==> src/logic/ebus_arb_pkg.sv <==
// package for the external bus arbiter: carriers, states and constants
// assumes one bus clock; the external data bus is eight bits wide
package ebus_arb_pkg;

  localparam int ADDR_W     = 24;
  localparam int DATA_W     = 32;
  localparam int EXT_DATA_W = 8;
  localparam int IDLE_W     = 3;
  localparam int BEAT_W     = 2;

  localparam logic [1:0] SIZE_BYTE = 2'h0;
  localparam logic [1:0] SIZE_WORD = 2'h1;
  localparam logic [1:0] SIZE_LONG = 2'h2;

  localparam logic [BEAT_W-1:0] BEATS_BYTE = 2'h0;
  localparam logic [BEAT_W-1:0] BEATS_WORD = 2'h1;
  localparam logic [BEAT_W-1:0] BEATS_LONG = 2'h3;

  localparam logic             OWNER_CPU = 1'b0;
  localparam logic             OWNER_DTC = 1'b1;
  localparam logic             NEG_HIGH  = 1'b1;
  localparam logic [IDLE_W-1:0] IDLE_ZERO = 3'h0;

  typedef struct packed {
    logic              valid;
    logic              write;
    logic              test_and_set_instr;
    logic [1:0]        size;
    logic [ADDR_W-1:0] addr;
    logic [DATA_W-1:0] wdata;
  } bus_req_s;

  typedef struct packed {
    logic [ADDR_W-1:0]     addr;
    logic                  addr_oe_n;
    logic [EXT_DATA_W-1:0] data;
    logic                  data_oe_n;
    logic                  chip_select_n;
    logic                  rd_n;
    logic                  wr_n;
    logic                  ctrl_oe_n;
  } ext_bus_out_s;

  localparam ext_bus_out_s PINS_RESET = '{
    addr: 24'h00_0000, addr_oe_n: 1'b1, data: 8'h00, data_oe_n: 1'b1,
    chip_select_n: 1'b1, rd_n: 1'b1, wr_n: 1'b1, ctrl_oe_n: 1'b1};

  typedef enum logic [2:0] {
    ST_IDLE, ST_ADDR, ST_STROBE, ST_GAP,
    ST_REL_HIGH, ST_REL, ST_REL_WAIT, ST_RECLAIM
  } bus_state_e;

endpackage

==> src/logic/external_bus_arbitration.sv <==
// external bus arbiter: grants cpu and transfer controller, hands the bus to an
// external master by request/acknowledge, and holds a one-entry write buffer.
// assumes requesters hold valid until their ack; all inputs synchronous.
`timescale 1ns/1ps
`default_nettype none

// Function
// - external request beats cpu beats controller
// - cpu never granted twice in a row while controller waits; code grants it twice across a test-and-set read/write
// - yield select lets unlocked controller beat cpu
// - no handover inside test-and-set read/write
// - split wide accesses finish before handover
// - controls negated before release and reclaim
// - release only at bus cycle boundary
// - idle gap cycles count as busy
// - request low: release, ack; high: resume
// - only external accesses stall while released
// - block low-power modes while released
// - tristate address/data, ack half cycle later
// - controls high one cycle, then tristate
// - sample external request on falling edge
// - reclaim: controls high 1.5 cycles, ack after; code drives controls high only half a cycle before ack
// - first cycle when address/data driven again
// - controller grant adds no dead cycle
// - power-on reset negates all, buffers off
// - manual reset finishes cycle, keeps settings
// - manual reset ignores external requests
// - one-entry write buffer; reads stall requester
module external_bus_arbitration
  import ebus_arb_pkg::*;
(
  input  wire logic                  ref_clk_i,
  input  wire logic                  rst_n_i,
  input  wire logic                  manual_reset_i,
  input  wire logic                  ext_master_request_n_i,
  input  wire logic                  cpu_ext_yield_sel_i,
  input  wire logic                  xfer_lock_i,
  input  wire logic [IDLE_W-1:0]     idle_cycles_i,
  input  wire bus_req_s              cpu_req_i,
  input  wire bus_req_s              dtc_req_i,
  input  wire logic [EXT_DATA_W-1:0] ext_data_i,
  output ext_bus_out_s               ext_bus_o,
  output logic                       ext_master_ack_n_o,
  output logic                       cpu_ack_o,
  output logic [DATA_W-1:0]          cpu_rdata_o,
  output logic                       dtc_ack_o,
  output logic [DATA_W-1:0]          dtc_rdata_o,
  output logic                       standby_block_o
);

  function automatic logic [BEAT_W-1:0] beats_of(input logic [1:0] size);
    beats_of = (size == SIZE_BYTE) ? BEATS_BYTE :
               (size == SIZE_WORD) ? BEATS_WORD : BEATS_LONG;
  endfunction

  bus_state_e            state_q, state_d;
  bus_req_s              job_q, job_d;
  logic                  owner_q, owner_d;
  logic [BEAT_W-1:0]     left_q, left_d;
  logic [IDLE_W-1:0]     gap_q, gap_d;
  logic [DATA_W-1:0]     rsh_q;
  logic                  cpu_last_q;
  logic                  tas_lock_q;
  logic                  req_n_s_q;
  logic                  cpu_ack_q, dtc_ack_q;
  ext_bus_out_s          pins_q, pins_d;
  logic                  last_beat, finish_read, free, allow, ext_want;
  logic                  cpu_v, dtc_v, dtc_first, grant_cpu, grant_dtc;
  logic                  owned_d;

  assign last_beat   = (state_q == ST_STROBE) && (left_q == '0);
  assign finish_read = last_beat && !job_q.write;

  // a bus cycle boundary; gap cycles still count as busy
  assign free = (state_q == ST_IDLE) ||
                (last_beat && idle_cycles_i == IDLE_ZERO) ||
                ((state_q == ST_GAP) && gap_q == IDLE_ZERO);
  assign allow = free && !manual_reset_i;

  // requests whose answer is in flight are masked so they are not taken twice
  assign cpu_v = cpu_req_i.valid && !cpu_ack_q && !(finish_read && owner_q == OWNER_CPU);
  assign dtc_v = dtc_req_i.valid && !dtc_ack_q && !(finish_read && owner_q == OWNER_DTC)
                 && !tas_lock_q;

  // external master only outside manual reset and test-and-set
  assign ext_want  = !req_n_s_q && !manual_reset_i && !tas_lock_q;
  assign dtc_first = dtc_v && (cpu_last_q ||
                     (cpu_ext_yield_sel_i && !xfer_lock_i));

  always_comb begin
    grant_cpu = 1'b0;
    grant_dtc = 1'b0;
    if (allow && !ext_want) begin
      if (dtc_first) begin
        grant_dtc = 1'b1;
      end else if (cpu_v) begin
        grant_cpu = 1'b1;
      end else if (dtc_v) begin
        grant_dtc = 1'b1;
      end
    end
  end

  always_comb begin
    state_d = state_q;
    job_d   = job_q;
    owner_d = owner_q;
    left_d  = left_q;
    gap_d   = gap_q;
    unique case (state_q)
      ST_IDLE, ST_GAP, ST_STROBE: begin
        if (state_q == ST_GAP && gap_q != IDLE_ZERO) begin
          gap_d = gap_q - 3'h1;
        end else if (state_q == ST_STROBE && left_q != '0) begin
          // next beat of a split access, no arbitration between beats
          state_d    = ST_ADDR;
          left_d     = left_q - 2'h1;
          job_d.addr = job_q.addr + 24'h00_0001;
          job_d.wdata = {job_q.wdata[DATA_W-EXT_DATA_W-1:0], 8'h00};
        end else if (state_q == ST_STROBE && idle_cycles_i != IDLE_ZERO) begin
          state_d = ST_GAP;
          gap_d   = idle_cycles_i - 3'h1;
        end else if (allow && ext_want) begin
          state_d = ST_REL_HIGH;
        end else if (grant_cpu || grant_dtc) begin
          // controller starts straight after the previous cycle
          state_d = ST_ADDR;
          job_d   = grant_dtc ? dtc_req_i : cpu_req_i;
          owner_d = grant_dtc ? OWNER_DTC : OWNER_CPU;
          left_d  = beats_of(job_d.size);
        end else begin
          state_d = ST_IDLE;
        end
      end
      ST_ADDR:     state_d = ST_STROBE;
      ST_REL_HIGH: state_d = ST_REL;
      ST_REL:      if (req_n_s_q) state_d = ST_REL_WAIT;
      ST_REL_WAIT: state_d = ST_RECLAIM;
      ST_RECLAIM:  state_d = ST_IDLE;
    endcase
  end

  // pins follow the next state so each one leaves a flip-flop
  always_comb begin
    owned_d = !(state_d == ST_REL || state_d == ST_REL_WAIT);
    pins_d  = PINS_RESET;
    pins_d.addr      = job_d.addr;
    pins_d.data      = job_d.wdata[DATA_W-1 -: EXT_DATA_W];
    // address/data float from release until the reclaim cycle ends
    pins_d.addr_oe_n = !(owned_d && state_d != ST_REL_HIGH && state_d != ST_RECLAIM);
    pins_d.data_oe_n = !((state_d == ST_ADDR || state_d == ST_STROBE) && job_d.write);
    // controls driven high around the handover, then floated
    pins_d.ctrl_oe_n     = !owned_d;
    pins_d.chip_select_n = !(state_d == ST_ADDR || state_d == ST_STROBE);
    pins_d.rd_n          = !(state_d == ST_STROBE && !job_d.write);
    pins_d.wr_n          = !(state_d == ST_STROBE && job_d.write);
  end

  // power-on reset floats every pin; manual reset touches nothing here
  always_ff @(posedge ref_clk_i or negedge rst_n_i) begin
    if (!rst_n_i) begin
      state_q <= ST_IDLE;
      job_q   <= '0;
      owner_q <= OWNER_CPU;
      left_q  <= '0;
      gap_q   <= IDLE_ZERO;
      pins_q  <= PINS_RESET;
    end else begin
      state_q <= state_d;
      job_q   <= job_d;
      owner_q <= owner_d;
      left_q  <= left_d;
      gap_q   <= gap_d;
      pins_q  <= pins_d;
    end
  end

  // request sampled on the falling edge of the bus clock
  always_ff @(negedge ref_clk_i or negedge rst_n_i) begin
    if (!rst_n_i) begin
      req_n_s_q <= NEG_HIGH;
    end else begin
      req_n_s_q <= ext_master_request_n_i;
    end
  end

  // acknowledge moves half a cycle after the float or the drive-high
  always_ff @(negedge ref_clk_i or negedge rst_n_i) begin
    if (!rst_n_i) begin
      ext_master_ack_n_o <= NEG_HIGH;
    end else if (state_q == ST_REL_HIGH) begin
      ext_master_ack_n_o <= 1'b0;
    end else if (state_q == ST_RECLAIM) begin
      ext_master_ack_n_o <= NEG_HIGH;
    end
  end

  // last granted master, for cpu/controller alternation
  always_ff @(posedge ref_clk_i or negedge rst_n_i) begin
    if (!rst_n_i) begin
      cpu_last_q <= 1'b0;
    end else if (grant_cpu || grant_dtc) begin
      cpu_last_q <= grant_cpu;
    end
  end

  // bus stays with the cpu from the test-and-set read to its write
  always_ff @(posedge ref_clk_i or negedge rst_n_i) begin
    if (!rst_n_i) begin
      tas_lock_q <= 1'b0;
    end else if (grant_cpu && cpu_req_i.test_and_set_instr && !cpu_req_i.write) begin
      tas_lock_q <= 1'b1;
    end else if (grant_cpu && cpu_req_i.write) begin
      tas_lock_q <= 1'b0;
    end
  end

  // read bytes collected high byte first
  always_ff @(posedge ref_clk_i or negedge rst_n_i) begin
    if (!rst_n_i) begin
      rsh_q <= '0;
    end else if (grant_cpu || grant_dtc) begin
      rsh_q <= '0;
    end else if (state_q == ST_STROBE) begin
      rsh_q <= {rsh_q[DATA_W-EXT_DATA_W-1:0], ext_data_i};
    end
  end

  // writes answered at grant (buffered), reads at their last beat
  always_ff @(posedge ref_clk_i or negedge rst_n_i) begin
    if (!rst_n_i) begin
      cpu_ack_q   <= 1'b0;
      dtc_ack_q   <= 1'b0;
      cpu_rdata_o <= '0;
      dtc_rdata_o <= '0;
    end else begin
      cpu_ack_q <= (grant_cpu && cpu_req_i.write) ||
                   (finish_read && owner_q == OWNER_CPU);
      dtc_ack_q <= (grant_dtc && dtc_req_i.write) ||
                   (finish_read && owner_q == OWNER_DTC);
      if (finish_read && owner_q == OWNER_CPU) begin
        cpu_rdata_o <= {rsh_q[DATA_W-EXT_DATA_W-1:0], ext_data_i};
      end
      if (finish_read && owner_q == OWNER_DTC) begin
        dtc_rdata_o <= {rsh_q[DATA_W-EXT_DATA_W-1:0], ext_data_i};
      end
    end
  end

  // low-power entry blocked while the bus is handed out
  always_ff @(posedge ref_clk_i or negedge rst_n_i) begin
    if (!rst_n_i) begin
      standby_block_o <= 1'b0;
    end else begin
      standby_block_o <= (state_d == ST_REL_HIGH) || (state_d == ST_REL) ||
                         (state_d == ST_REL_WAIT) || (state_d == ST_RECLAIM);
    end
  end

  assign ext_bus_o = pins_q;
  assign cpu_ack_o = cpu_ack_q;
  assign dtc_ack_o = dtc_ack_q;

endmodule

`default_nettype wire

==> config.mk <==
export PLATFORM = sky130hd
export DESIGN_NAME = external_bus_arbitration
export DESIGN_NICKNAME = d
export VERILOG_FILES = /design/src/logic/ebus_arb_pkg.sv /design/src/logic/external_bus_arbitration.sv
export SDC_FILE = /design/constraint.sdc
export NUM_CORES = 1
export LEC_CHECK = 0
export ABC_AREA = 1
export BUFFER_PORTS_ARGS = -buffer_cell sky130_fd_sc_hd__buf_2
export CAP_MARGIN = 20
export CORE_MARGIN = 4
export CORE_UTILIZATION = 38
export CTS_CLUSTER_SIZE = 24
export DETAILED_ROUTE_END_ITERATION = 8
export GPL_ROUTABILITY_DRIVEN = 0
export SLEW_MARGIN = 20
export SYNTH_ARGS = -nofsm -noshare
export SYNTH_HDL_FRONTEND = slang
export SYNTH_SLANG_ARGS = --single-unit
==> constraint.sdc <==
create_clock -name ref_clk_i -period 5.21 [get_ports ref_clk_i]
set_input_delay 0.2605 -clock ref_clk_i [delete_from_list [all_inputs] [get_ports ref_clk_i]]
set_output_delay 0.2605 -clock ref_clk_i [all_outputs]
set_load 0.05 [all_outputs]
==> impl_metrics.csv <==
group,metric,value,unit
detailed_routing,drt_iter0_drc,518,
run_status,status,"finished, final reports clean",
worst_setup_path,arrival,5.27,ns
min_path,min_path_type,"primary input to register",
power_and_ir_drop,peakVddDrop,0.275,mV
power_and_ir_drop,leakage,5.22,nW
timing,setup_viol,0,
yosys,synth_flop_cell,"dfrtp_1",
yosys,yosysTopAreaCell,"dfrtp_1",
timing,relSlewSlack,31.5,%
floorplanning,die-area,24000,µm²
yosys,synth-seq-cells,166,
finish,syn_to_final_growth,21.8,%
detailed_routing,wl_per_cell,15.1,µm
min_path,hold_depth,2,
global_routing,grt_max_degree,70,
floorplanning,die_h,155,µm
power_and_ir_drop,powerDensity,679,nW/µm²
min_path,min_to,"ext_bus_o[13]$_DFF_PN1_",
global_routing,grt_pass1_wl,36300,µm
finish,diodes,0,
global_routing,grt_overflow,0,
worst_setup_path,critPathMaxStageDelay,0.54,ns
floorplanning,die_w,155,µm
global_routing,grt_pass1_vias,6918,
power_and_ir_drop,power,0.00679,W
detailed_routing,routed_via_density,4.79,
detailed_routing,via_count,7299,
yosys,synthTopCellsByArea,"dfrtp_1 (48%), nand2_1 (19%), o21ai_0 (5.1%), inv_1 (3.8%), buf_4 (3.4%)",
yosys,yosys_warnings,0,
timing,hold_viol_final,0,
detailed_routing,wl,22900,µm
worst_setup_path,critPathRequiredTime,5.55,ns
detailed_routing,ant_nets,0,
worst_setup_path,r2r-end,"job_q[0]$_DFFE_PN0P_",
finish,nNetsFinal,1377,
worst_setup_path,crit_path_cell_trace,"o21bai_1 > nor3_4 > nand3_2 > nand2_4 > buf_4 > o211ai_1 > o21ai_0",
global_routing,antenna_found_initial,0,
placement,post-dp-hpwl,16200,µm
clocking,clk_pin_slew,0.07,ns
floorplanning,ioPinCount,245,
timing,worst_pin_slew,1.03,ns
placement,pre_cts_ws,0.162,ns
yosys,avgSynthCellArea,7.88,µm²
yosys,async_flop_share,100,%
yosys,synth_nets,1184,
global_routing,grt_use_total,18.7,%
timing,fin_tns_setup,0,ns
placement,io_buffers,243,
worst_setup_path,path_class,"register to register",
timing,skew,0.0385,ns
timing,setup_ws,0.278,ns
worst_setup_path,start_kind,"register",
floorplanning,start_util,38.8,%
yosys,yosysSeqAreaShare,50.7,%
worst_setup_path,reg2reg_slack,0.28,ns
yosys,synth_edf_count,0,
floorplanning,rows,53,
clocking,cts-root-buf,"clkbuf_16",
worst_setup_path,critPathSlowestCell,"dfstp_2",
timing,maxSlewViolCount,0,
finish,drive_above_1_share,25.1,%
yosys,synth_top_area_share,48.2,%
min_path,holdCritStartpoint,"manual_reset_i",
clocking,numClockSinks,166,
floorplanning,core_area,21200,µm²
yosys,synth_cell_types,42,
timing,rsz0062_at_grt,"false",
clocking,clk_latency,0.46,ns
clocking,clk_path_buf_depth,2,
clocking,cts_buffers,17,
worst_setup_path,r2r_cells,7,
yosys,synthesis.instances,1042,
detailed_routing,drc,0,
job,maxCapViolations,0,
finish,nFillCells,2176,
detailed_routing,dr.pass1.iters,5,
worst_setup_path,cp-end-kind,"register",
yosys,syn-cell-area,8210,µm²
clocking,cts_tree,"yes",
worst_setup_path,r2r-start,"req_n_s_q$_DFF_NN1_",
worst_setup_path,worstPathMaxFanout,58,
clocking,cts_htree_levels,4,
[routing by layer]
| layer | vias to the layer above | global-route usage, % | share of wire [%] |
|---|---|---|---|
| li1 | 3673 | - | - |
| met2 | 173 | 29.8 | 47 |
| met4 | 0 | 4.67 | 1.2 |
| met5 | - | 0 | 0 |
| met3 | 20 | 3.03 | 4.3 |
| met1 | 3433 | 26.8 | 47 |
[worst max path at each step]
stage,start,endpoint,cells after the start
finish,req_n_s_q$_DFF_NN1_,job_q[0]$_DFFE_PN0P_,7
global route,req_n_s_q$_DFF_NN1_,job_q[0]$_DFFE_PN0P_,7
CTS,req_n_s_q$_DFF_NN1_,job_q[1]$_DFFE_PN0P_,7
detailed placement,req_n_s_q$_DFF_NN1_,job_q[1]$_DFFE_PN0P_,7
global placement,req_n_s_q$_DFF_NN1_,left_q[1]$_DFFE_PN0P_,8
floorplan,req_n_s_q$_DFF_NN1_,ext_bus_o[21]$_DFFE_PN0P_,7
[placed cells by master, fill, tap and decap left out, types with 2 or more instances in the layout]
master	netlist	routed
a21oi_1	39	39
nand3_1	51	51
nor3_1	7	7
nand4_1	12	12
o211ai_1	27	27
clkbuf_16	0	17
inv_1	84	84
or2_2	3	3
inv_6	0	4
nor2_4	1	2
buf_4	37	10
o21ai_1	7	7
o21ai_0	83	83
xnor2_1	5	5
or2_0	10	10
dfrtp_1	158	158
buf_2	14	242
inv_8	0	3
nand2_2	3	2
nand2_1	407	407
dfstp_2	8	8
nor2_2	2	2
ha_1	3	3
xor2_1	3	3
nor2_1	25	25
inv_2	5	5
clkinv_8	0	2
clkinv_4	0	2
[sequential cells by signal, indices dropped and copies added, names as in the netlist, 2 cells and up]
name and cells:
dtc_rdata_o 32, gap_q 3, cpu_rdata_o 32, rsh_q 24, left_q 2, state_q 2, ext_bus_o 30, job_q 33
[cell usage after synthesis (2+ instances only)]
cell and count:
nand2_1 407, dfrtp_1 158, inv_1 84, o21ai_0 83
nand3_1 51, a21oi_1 39, buf_4 37, o211ai_1 27
clkbuf_1 26, nor2_1 25, buf_2 14, nand4_1 12
or2_0 10, dfstp_2 8, nor3_1 7, o21ai_1 7
inv_2 5, xnor2_1 5, buf_6 4, ha_1 3
nand2_2 3, or2_2 3, xor2_1 3, buf_1 2
nor2_2 2
[cell type report]
class | count | area (µm²) | area share (%)
clock inverter | 15 | 164 | 1.64
clock buffer | 19 | 443 | 4.43
timing repair buffer | 255 | 1330 | 13.3
inverter | 88 | 330 | 3.30
multi-input combinational | 705 | 3230 | 32.3
sequential | 166 | 4160 | 41.6
tap | 275 | 344 | 3.44
[kinds of logic (layout without fill, tap and decap cells)]
logic type	Yosys count	in the layout	share of synthesized area, %
buf+inv	172	377	10.1
mux	1	1	0.137
fa+ha+maj	3	3	0.457
flops	166	166	50.7
compound gates	164	164	11.1
xor+xnor	8	8	0.854
simple gates	528	529	26.6
[power breakdown]
part           internal [W]  total, W  switching (W)
clock              0.000699   0.00128       0.000583
combinational      0.000799   0.00326        0.00246
sequential          0.00186   0.00225       0.000393
total               0.00336   0.00679        0.00343
[through the flow]
| step | hold slack (ns) | util, % | std cells | instance area (µm²) |
|---|---|---|---|---|
| floorplan | -0.0351 | - | 1042 | 8210 |
| global placement | 0.170 | 44.3 | 1488 | 9380 |
| detailed placement | 0.173 | 44.3 | 1488 | 9380 |
| CTS | 0.00981 | 47.2 | 1522 | 9990 |
| global route | 0.0136 | 47.3 | 1523 | 10000 |
| finish | 0.0236 | 47.3 | 1523 | 10000 |
[what timing repair did]
| action | CTS | global route |
|---|---|---|
| hold buffers | 1 | 0 |
| buffers inserted | 0 | 0 |
| resized for setup | 0 | 0 |
| hold endpoints to repair | 27 | 0 |
| endpoints found under the setup margin | 0 | 7 |
[worst max-delay path, delay by kind of cell, from the launching register on]
kind | cells | cell delay, ns
buf+inv | 1 | 0.53
flops | 1 | 0.54
simple gates | 3 | 0.68
compound gates | 3 | 0.43
No activity file was read; power rests on OpenSTA's default activity.
